## src/cpu_space_consts.vh

```
// Constants for the special address-space cycle block: bus codes,
// vectors and register offsets. Included by cpu_space_cycle_logic.v.
`ifndef CPU_SPACE_CONSTS_VH
`define CPU_SPACE_CONSTS_VH

// Function code of the special processor space
`define FC_CPU_SPACE 3'h7
// Type field codes on address bits 19..16
`define TYPE_BREAKPOINT_INSTRUCTION 4'h0
`define TYPE_MODULE 4'h1
`define TYPE_COPROC 4'h2
`define TYPE_IACK 4'hf
// Vectors
`define AUTOVEC_BASE 8'h18
`define SPURIOUS_VEC 8'h18
// Highest priority level, edge triggered
`define LEVEL_NMI 3'h7
// Size acknowledge codes, bit 1 = 16-bit lane, bit 0 = 8-bit lane
`define ACK_BYTE 2'h1
// Register byte offsets
`define REG_CTRL 8'h00
`define REG_STATUS 8'h04
`define REG_INT_EN 8'h08
`define REG_INT_CLR 8'h0c
`define REG_VECTOR 8'h10
`define REG_BREAKPOINT_INSTRUCTION_WORD 8'h14
`define REG_CP_DATA 8'h18
`define REG_STATE 8'h1c
// Control reset value: mask 7, full address width
`define CTRL_RESET 4'h7
// Status bit positions
`define ST_IACK 0
`define ST_AUTOVEC 1
`define ST_SPURIOUS 2
`define ST_BREAKPOINT_INSTRUCTION 3
`define ST_ILLEGAL 4
`define ST_CP_DONE 5
`define ST_CP_BUS_ERROR_INPUT 6
`define ST_RETRY 7
`define ST_BITS 8

`endif

```

## src/cpu_space_cycle_logic.v

```verilog
// Special address-space cycle generator: interrupt, breakpoint and
// coprocessor cycles, with an AHB-Lite register slave.
// Assumes one bus controller that runs each cycle while cyc_req is high
// and returns one termination (ack, autovector, bus error) per cycle.
//
// Design decisions made here: the address map and the AHB-Lite slave port.
`timescale 1ns/1ps
`default_nettype none
`include "cpu_space_consts.vh"

module cpu_space_cycle_logic (
  input wire hclk,
  input wire hresetn,
  input wire hsel,
  input wire [31:0] haddr,
  input wire [1:0] htrans,
  input wire hwrite,
  input wire [2:0] hsize,
  input wire [31:0] hwdata,
  input wire hready,
  output wire hreadyout,
  output wire hresp,
  output wire [31:0] hrdata,
  output wire irq,
  input wire [2:0] int_priority_request_lines_n,
  input wire insn_boundary,
  input wire higher_exc_pending,
  input wire breakpoint_instruction,
  input wire [2:0] breakpoint_instruction_number,
  input wire cp_request,
  input wire cp_module_space,
  input wire [2:0] coprocessor_identifier,
  input wire [7:0] cp_reg_select,
  input wire cp_write,
  input wire [31:0] cp_wdata,
  output wire cyc_req,
  output reg cyc_read,
  output reg [2:0] function_code_outputs,
  output reg [31:0] cyc_addr,
  output reg [31:0] cyc_wdata,
  input wire [1:0] size_acknowledge,
  input wire autovector_request,
  input wire bus_error_input,
  input wire halt_input,
  input wire [31:0] cyc_rdata,
  output reg int_take,
  output reg [7:0] int_vector,
  output reg breakpoint_instruction_word_valid,
  output reg [15:0] breakpoint_instruction_word,
  output reg illegal_insn,
  output reg cp_done,
  output reg cp_bus_error,
  output reg [31:0] cp_rdata,
  output wire busy
);

  localparam S_IDLE = 3'd0;
  localparam S_IACK = 3'd1;
  localparam S_BREAKPOINT_INSTRUCTION = 3'd2;
  localparam S_BKPT2 = 3'd3;
  localparam S_CP = 3'd4;
  localparam S_RETRY = 3'd5;

  reg [2:0] state_r;
  reg [2:0] resume_r;
  reg [2:0] ipl_meta_r;
  reg [2:0] ipl_sync_r;
  reg [2:0] level_prev_r;
  reg nmi_edge_r;
  reg pend_r;
  reg [2:0] pend_level_r;
  reg [2:0] ack_level_r;
  reg [3:0] ctrl_r;
  reg [`ST_BITS-1:0] status_r;
  reg [`ST_BITS-1:0] int_en_r;
  reg [7:0] last_vec_r;
  reg [15:0] breakpoint_instruction_word_r;
  reg [7:0] breakpoint_instruction_hi_r;
  reg dp_wr_r;
  reg dp_act_r;
  reg [7:0] dp_addr_r;
  reg [31:0] rdata_mux;
  reg [`ST_BITS-1:0] ev_set;

  wire [2:0] mask = ctrl_r[2:0];
  wire reduced = ctrl_r[3];
  // level is the inverted request lines
  wire [2:0] level_now = ~ipl_sync_r;
  wire term_any = (|size_acknowledge) | autovector_request | bus_error_input;
  wire cycle_state = (state_r == S_IACK) || (state_r == S_BREAKPOINT_INSTRUCTION) ||
                     (state_r == S_BKPT2) || (state_r == S_CP);
  wire retry = bus_error_input & halt_input;
  // Upper address bits forced high, only A23..A20 on the reduced bus
  wire [11:0] upper_ones = reduced ? 12'h00f : 12'hfff;

  assign cyc_req = cycle_state;
  assign busy = (state_r != S_IDLE);
  assign hreadyout = 1'b1;
  assign hresp = 1'b0;
  assign irq = |(status_r & int_en_r);

  // Request lines: second stage is the only reader of the first
  always @(posedge hclk or negedge hresetn) begin
    if (!hresetn) begin
      ipl_meta_r <= 3'h7;
      ipl_sync_r <= 3'h7;
      level_prev_r <= 3'h0;
      nmi_edge_r <= 1'b0;
    end else begin
      ipl_meta_r <= int_priority_request_lines_n;
      ipl_sync_r <= ipl_meta_r;
      level_prev_r <= level_now;
      nmi_edge_r <= (level_now == `LEVEL_NMI) && (level_prev_r != `LEVEL_NMI);
    end
  end

  // pending on level above mask, or level 7 transition
  always @(posedge hclk or negedge hresetn) begin
    if (!hresetn) begin
      pend_r <= 1'b0;
      pend_level_r <= 3'h0;
    end else if (nmi_edge_r || (level_now > mask && level_now != `LEVEL_NMI)) begin
      pend_r <= 1'b1;
      pend_level_r <= nmi_edge_r ? `LEVEL_NMI : level_now;
    end else if (state_r == S_IDLE && pend_r && insn_boundary && !higher_exc_pending) begin
      pend_r <= 1'b0;
    end else if (!nmi_edge_r && pend_level_r != `LEVEL_NMI && level_now <= mask) begin
      pend_r <= 1'b0;
    end
  end

  always @(posedge hclk or negedge hresetn) begin
    if (!hresetn) begin
      state_r <= S_IDLE;
      resume_r <= S_IDLE;
      ack_level_r <= 3'h0;
      cyc_read <= 1'b1;
      function_code_outputs <= 3'h0;
      cyc_addr <= 32'h0;
      cyc_wdata <= 32'h0;
      int_take <= 1'b0;
      int_vector <= 8'h0;
      breakpoint_instruction_word_valid <= 1'b0;
      breakpoint_instruction_word <= 16'h0;
      illegal_insn <= 1'b0;
      cp_done <= 1'b0;
      cp_bus_error <= 1'b0;
      cp_rdata <= 32'h0;
      breakpoint_instruction_hi_r <= 8'h0;
      last_vec_r <= 8'h0;
      breakpoint_instruction_word_r <= 16'h0;
      ev_set <= {`ST_BITS{1'b0}};
    end else begin
      int_take <= 1'b0;
      breakpoint_instruction_word_valid <= 1'b0;
      illegal_insn <= 1'b0;
      cp_done <= 1'b0;
      cp_bus_error <= 1'b0;
      ev_set <= {`ST_BITS{1'b0}};
      case (state_r)
        S_IDLE: begin
          // interrupt waits for boundary and higher exceptions
          if (pend_r && insn_boundary && !higher_exc_pending) begin
            state_r <= S_IACK;
            ack_level_r <= pend_level_r;
            cyc_read <= 1'b1;
            function_code_outputs <= `FC_CPU_SPACE;
            cyc_addr <= {upper_ones, `TYPE_IACK, 12'hfff, pend_level_r, 1'b1};
          end else if (breakpoint_instruction) begin
            state_r <= S_BREAKPOINT_INSTRUCTION;
            cyc_read <= 1'b1;
            function_code_outputs <= `FC_CPU_SPACE;
            cyc_addr <= {12'h000, `TYPE_BREAKPOINT_INSTRUCTION, 11'h000, breakpoint_instruction_number, 2'b00};
          end else if (cp_request) begin
            state_r <= S_CP;
            cyc_read <= ~cp_write;
            cyc_wdata <= cp_wdata;
            function_code_outputs <= `FC_CPU_SPACE;
            // MMU space uses an 8-bit select
            if (cp_module_space) begin
              cyc_addr <= {12'h000, `TYPE_MODULE, 8'h00, cp_reg_select};
            end else begin
              cyc_addr <= {12'h000, `TYPE_COPROC, coprocessor_identifier, 7'h00, cp_reg_select[5:0]};
            end
          end
        end
        S_IACK: begin
          if (retry) begin
            // halt with bus error reruns the acknowledge
            resume_r <= S_IACK;
            state_r <= S_RETRY;
          end else if (term_any) begin
            state_r <= S_IDLE;
            int_take <= 1'b1;
            ev_set[`ST_IACK] <= 1'b1;
            if (bus_error_input) begin
              int_vector <= `SPURIOUS_VEC;
              last_vec_r <= `SPURIOUS_VEC;
              ev_set[`ST_SPURIOUS] <= 1'b1;
            end else if (autovector_request) begin
              // data bus ignored, level plus 24
              int_vector <= `AUTOVEC_BASE + {5'h00, ack_level_r};
              last_vec_r <= `AUTOVEC_BASE + {5'h00, ack_level_r};
              ev_set[`ST_AUTOVEC] <= 1'b1;
            end else begin
              // vector from low byte of data bus
              int_vector <= cyc_rdata[7:0];
              last_vec_r <= cyc_rdata[7:0];
            end
          end
        end
        S_BREAKPOINT_INSTRUCTION: begin
          if (bus_error_input) begin
            state_r <= S_IDLE;
            illegal_insn <= 1'b1;
            ev_set[`ST_ILLEGAL] <= 1'b1;
          end else if (size_acknowledge == `ACK_BYTE) begin
            // byte port, fetch the second byte
            breakpoint_instruction_hi_r <= cyc_rdata[31:24];
            cyc_addr[0] <= 1'b1;
            state_r <= S_RETRY;
            resume_r <= S_BKPT2;
          end else if (|size_acknowledge) begin
            state_r <= S_IDLE;
            breakpoint_instruction_word <= cyc_rdata[31:16];
            breakpoint_instruction_word_r <= cyc_rdata[31:16];
            breakpoint_instruction_word_valid <= 1'b1;
            ev_set[`ST_BREAKPOINT_INSTRUCTION] <= 1'b1;
          end
        end
        S_BKPT2: begin
          if (bus_error_input) begin
            state_r <= S_IDLE;
            illegal_insn <= 1'b1;
            ev_set[`ST_ILLEGAL] <= 1'b1;
          end else if (|size_acknowledge) begin
            state_r <= S_IDLE;
            breakpoint_instruction_word <= {breakpoint_instruction_hi_r, cyc_rdata[31:24]};
            breakpoint_instruction_word_r <= {breakpoint_instruction_hi_r, cyc_rdata[31:24]};
            breakpoint_instruction_word_valid <= 1'b1;
            ev_set[`ST_BREAKPOINT_INSTRUCTION] <= 1'b1;
          end
        end
        S_CP: begin
          if (bus_error_input) begin
            state_r <= S_IDLE;
            cp_bus_error <= 1'b1;
            ev_set[`ST_CP_BUS_ERROR_INPUT] <= 1'b1;
          end else if (|size_acknowledge) begin
            state_r <= S_IDLE;
            cp_done <= 1'b1;
            cp_rdata <= cyc_rdata;
            ev_set[`ST_CP_DONE] <= 1'b1;
          end
        end
        S_RETRY: begin
          // One idle cycle so the controller sees a fresh cycle
          if (resume_r == S_IACK) begin
            ev_set[`ST_RETRY] <= 1'b1;
          end
          state_r <= resume_r;
        end
        default: begin
          state_r <= S_IDLE;
        end
      endcase
    end
  end

  // AHB-Lite slave, zero wait states, always OKAY
  always @(posedge hclk or negedge hresetn) begin
    if (!hresetn) begin
      dp_act_r <= 1'b0;
      dp_wr_r <= 1'b0;
      dp_addr_r <= 8'h00;
    end else if (hready) begin
      dp_act_r <= hsel & htrans[1];
      dp_wr_r <= hwrite;
      dp_addr_r <= haddr[7:0];
    end
  end

  wire wr_en = dp_act_r & dp_wr_r;
  wire [`ST_BITS-1:0] clr_bits = (wr_en && dp_addr_r == `REG_INT_CLR) ? hwdata[`ST_BITS-1:0] : {`ST_BITS{1'b0}};

  always @(posedge hclk or negedge hresetn) begin
    if (!hresetn) begin
      ctrl_r <= `CTRL_RESET;
      int_en_r <= {`ST_BITS{1'b0}};
      status_r <= {`ST_BITS{1'b0}};
    end else begin
      if (wr_en && dp_addr_r == `REG_CTRL) begin
        ctrl_r <= hwdata[3:0];
      end
      if (wr_en && dp_addr_r == `REG_INT_EN) begin
        int_en_r <= hwdata[`ST_BITS-1:0];
      end
      // Set beats clear in the same cycle
      status_r <= (status_r & ~clr_bits) | ev_set;
    end
  end

  always @* begin
    rdata_mux = 32'h0;
    case (dp_addr_r)
      `REG_CTRL: rdata_mux = {28'h0, ctrl_r};
      `REG_STATUS: rdata_mux = {24'h0, status_r};
      `REG_INT_EN: rdata_mux = {24'h0, int_en_r};
      `REG_VECTOR: rdata_mux = {20'h0, pend_r, pend_level_r, last_vec_r};
      `REG_BREAKPOINT_INSTRUCTION_WORD: rdata_mux = {16'h0, breakpoint_instruction_word_r};
      `REG_CP_DATA: rdata_mux = cp_rdata;
      `REG_STATE: rdata_mux = {29'h0, state_r};
      default: rdata_mux = 32'h0;
    endcase
  end

  // Unmapped and write-only offsets read as zero
  assign hrdata = (dp_act_r && !dp_wr_r) ? rdata_mux : 32'h0;

endmodule // cpu_space_cycle_logic
`default_nettype wire

```

## config.mk

```make
export PLATFORM = sky130hd
export DESIGN_NAME = cpu_space_cycle_logic
export DESIGN_NICKNAME = d
export VERILOG_FILES = /design/src/cpu_space_cycle_logic.v
export VERILOG_INCLUDE_DIRS = /design/src
export SDC_FILE = /design/constraint.sdc
export NUM_CORES = 1
export LEC_CHECK = 0
export BUFFER_PORTS_ARGS = -buffer_cell sky130_fd_sc_hd__clkbuf_2
export CAP_MARGIN = 20
export CORE_ASPECT_RATIO = 1.75
export CORE_MARGIN = 2
export CORE_UTILIZATION = 45
export CTS_BUF_LIST = sky130_fd_sc_hd__clkbuf_2 sky130_fd_sc_hd__clkbuf_4 sky130_fd_sc_hd__clkbuf_8
export CTS_CLUSTER_DIAMETER = 60
export DETAILED_ROUTE_END_ITERATION = 6
export GPL_TIMING_DRIVEN = 0
export PLACE_DENSITY_LB_ADDON = 0.1
export SYNTH_ARGS = -nofsm -noshare
export SYNTH_HDL_FRONTEND = slang
export SYNTH_SLANG_ARGS = --single-unit
```

## constraint.sdc

```tcl
create_clock -name hclk -period 2.9 [get_ports hclk]
set_input_delay 0 -clock hclk [delete_from_list [all_inputs] [get_ports hclk]]
set_output_delay 0 -clock hclk [all_outputs]
set_load 0.01 [all_outputs]
```

==> summary.txt <==
Min path
  – Worst Hold Class: in -> reg
  – Hold path start: autovector_request
  – Hold depth: 2
  – Hold path endpoint: ev_set[1]

Floorplanning
  – Die area: 18700 um^2
  – Initial Util: 45.6%
  – FP Rows: 64
  – Die width: 104 um
  – Die H: 180 um
  – Area of the core: 17400 um^2
  – Total I/O pin count: 332

Drt
  – Mean routed wirelength per cell: 17.5 um
  – Drt pass-1 iters: 4
  – Drt drc: 0
  – Post-route ant nets: 0
  – Starting DRT DRC Count: 239
  – Vias/cell: 4.98
  – DRT Wirelength: 23300 um
  – Via count: 6651

Timing
  – RSZ-0062 raised after global routing: no
  – Final setup viols: 0
  – Achievable Freq: 0.384 GHz
  – Slew @ Worst Pin: 0.664 ns
  – Pins Over Slew Limit: 0
  – Slew headroom: 55.4%
  – Tmin final: 2.60 ns
  – Fin Clk Skew: 0.0121 ns
  – Period Utilization, post-route: 89.7%
  – Hold violation count in the final report: 0

CTS
  – Clock-pin slew on the worst setup and hold paths: 0.09 ns
  – Clock buffer depth: 2
  – Htree depth: 4
  – Sink Count: 174
  – Clk_lat worst skew: 0.46 ns
  – TritonCTS clock tree: yes
  – CTS Buf Count: 17
  – CTS root buffer: clkbuf_8

Logic synthesis
  – Synthesis-stage register bit count: 174
  – EDFF count, synth: 0
  – Seq/Total Area, Yosys: 55.1%
  – Netlist Area Pre-Place: 7930 um^2
  – Mapped Avg Cell Area: 11.6 um^2
  – Mapped Cells: 684
  – Top post-synthesis cells by area: dfrtp_1 52%, mux2_2 13%, mux2i_1 4.7%
  – Post-synth net total: 853
  – Post-synth top flop: dfrtp_1
  – Synth warn: 0
  – Post-synth ARST share: 100%
  – Synth top area share: 51.8%
  – Cell taking the most area after synthesis: dfrtp_1
  – Synth cell types: 53

Place
  – Routability congestion estimate: 0.854
  – IO buf count: 274
  – Cell count after placement: 1190
  – HPWL Detailed: 17200 um
  – Placed cell area: 9620 um^2

Finish
  – # diodes: 0
  – FILL cells: 1463
  – Nets: 1260
  – Reg area: 4370 um^2
  – Layout Cells excl Fill: 1335
  – Multi-input gate area: 3170 um^2
  – Synth-to-Final Area Change: 40.9%
  – Cell area after layout: 11200 um^2
  – Fraction of final layout cells sized beyond drive strength 1: 41.7%

Global routing
  – First-pass GRT wire length: 37200 um
  – Gr usage total: 25.5%
  – Largest net degree at the start of global routing: 104
  – Initial antenna violation count: 0
  – Grt total ovfl: 0
  – Vias in the first global route: 7001

Worst setup path
  – Crit-path cells: or4_4 -> or3_1 -> buf_4 -> nor2_8 -> buf_6 -> and2_1 -> clkbuf_2
  – RR Startpoint: pend_r
  – Crit path max-delay cell type: or4_4
  – Worst Path Required: 2.90 ns
  – Crit-path max FO: 10
  – FF-to-FF setup slack: 0.30 ns
  – CP Launch Type: flop
  – Critical path's largest stage delay: 0.58 ns
  – Worst reg2reg endpoint: cyc_read
  – WP data arrival: 2.60 ns
  – Element type at the critical path end: output port
  – Critical path type: reg -> out
  – Worst reg2reg path depth: 7

Pwr
  – Static Leakage: 5.63 nW
  – Worst vdd ir: 0.567 mV
  – Clock power share: 19.0%
  – Int Pwr: 6.02 mW
  – Power Density: 845 nW/um^2
  – Combinational Power Share: 38.2%
  – Reg power frac: 42.8%
  – NetSw: 3.41 mW
  – Sw Share: 36.2%

Job
  – Max_cap viols: 0

Status
  – Status: finished clean
-- through the flow --
step                worst slack, ns  utilization [%]  power [mW]  TNS (ns)  hold WS (ns)
floorplan                     0.905                -        5.97         0        -0.296
global placement              -1.46             55.2        7.47   -239.26        0.0967
detailed placement            0.664             55.4        7.55         0        0.0571
CTS                           0.191             64.3        9.49         0       0.00933
global route                  0.112             64.3        10.0         0        0.0633
finish                        0.297             64.3        9.44         0        0.0410
-- cell families (layout without fill, tap and decap cells) --
family	after synthesis	after routing	synth area share, %
muxes	130	130	18.2
and+or+nand+nor	190	190	12.4
adders and majority gates	3	3	0.474
buffers and inverters	75	495	4.94
DFF	174	174	55.1
AOI/OAI and AO/OA	110	110	8.82
other	2	2	0.0947
-- worst max path at each step --
stage	startpoint	to
after floorplan	dp_addr_r[1]	ctrl_r[3]
after global placement	hresetn	cyc_wdata[3]
after detailed placement	pend_r	cyc_addr[0]
after CTS	pend_r	cyc_read
after global routing	pend_r	cyc_read
final	dp_addr_r[1]	hrdata[27]
-- sequential cells by signal, summed over array words and instances, names as in the netlist, 2 cells and up --
name / cells
status_r: 8
cyc_addr: 15
dp_addr_r: 8
level_prev_r: 3
pend_level_r: 3
cp_rdata: 32
state_r: 3
ipl_meta_r: 3
breakpoint_instruction_hi_r: 8
cyc_wdata: 32
last_vec_r: 8
int_en_r: 8
ev_set: 8
ctrl_r: 4
ipl_sync_r: 3
breakpoint_instruction_word_r: 16
ack_level_r: 3
resume_r: 2
-- layout make-up --
class / instances / area share [%]
Timing Repair Buffer: 388 / 22.7
Clock buffer: 21 / 2.47
Sequential cell: 174 / 39.1
Buffer: 60 / 3.01
Multi-Input combinational cell: 435 / 28.4
Inverter: 15 / 0.504
Clock inverter: 11 / 1.25
Tap cell: 231 / 2.59
-- synthesized netlist by cell type (10+ instances only) --
master	count
dfstp_2	10
nand2_1	83
mux2i_1	37
mux2_2	91
a22oi_1	14
nor2_1	38
inv_1	15
o21ai_0	36
clkbuf_1	18
a21oi_1	21
buf_2	16
a21o_1	14
dfrtp_1	164
and2_1	16
buf_4	22
-- layout by cell type (no fill, tap or decap), types with 4 or more instances in the layout --
cell,count
buf_2,16
and2_1,16
clkbuf_2,274
o22a_1,4
o21ai_0,36
dfstp_2,10
nand3_1,6
nand3b_1,5
mux2_2,91
inv_1,15
nand2b_1,6
nor2b_1,4
nand2_1,83
mux2i_1,37
dfrtp_1,164
buf_4,22
nor2_1,38
o31ai_1,5
a21oi_1,21
clkbuf_8,20
clkbuf_1,17
nor3_1,4
a21o_1,14
dlygate4sd3_1,113
clkinv_2,5
a22oi_1,14
nor4_1,4
-- worst max-delay path: cells and delay by family, from the launching register on --
kind | cells | cell delay, ns
AND/OR/NAND/NOR | 4 | 1.26
flip-flops | 1 | 0.40
buffers and inverters | 3 | 0.49
-- power by group through the flow --
stage | Clock (mW) | Combinational, mW | Sequential [mW]
after floorplan | 0 | 1.75 | 4.23
after global placement | 0 | 3.43 | 4.05
after detailed placement | 0 | 3.48 | 4.07
after CTS | 1.83 | 3.62 | 4.03
after global routing | 1.93 | 3.94 | 4.17
final | 1.79 | 3.60 | 4.04
-- metal layers --
layer,wire length (um),part of all wire [%],track usage [%],up-vias
met1,8770,38,28.7,3198
met2,12600,54,46.3,246
met4,659,2.8,10.4,0
met3,1290,5.5,5.40,42
li1,-,-,-,3165
met5,0,0,0,-
-- what timing repair did --
item                       in CTS  in global routing
hold buffers                  113                  0
hold endpoints to repair      219                  0
gates resized for setup         0                  2
setup endpoints to repair       0                  1
setup buffers                   0                  0
No activity file was read; power rests on OpenSTA's default activity.
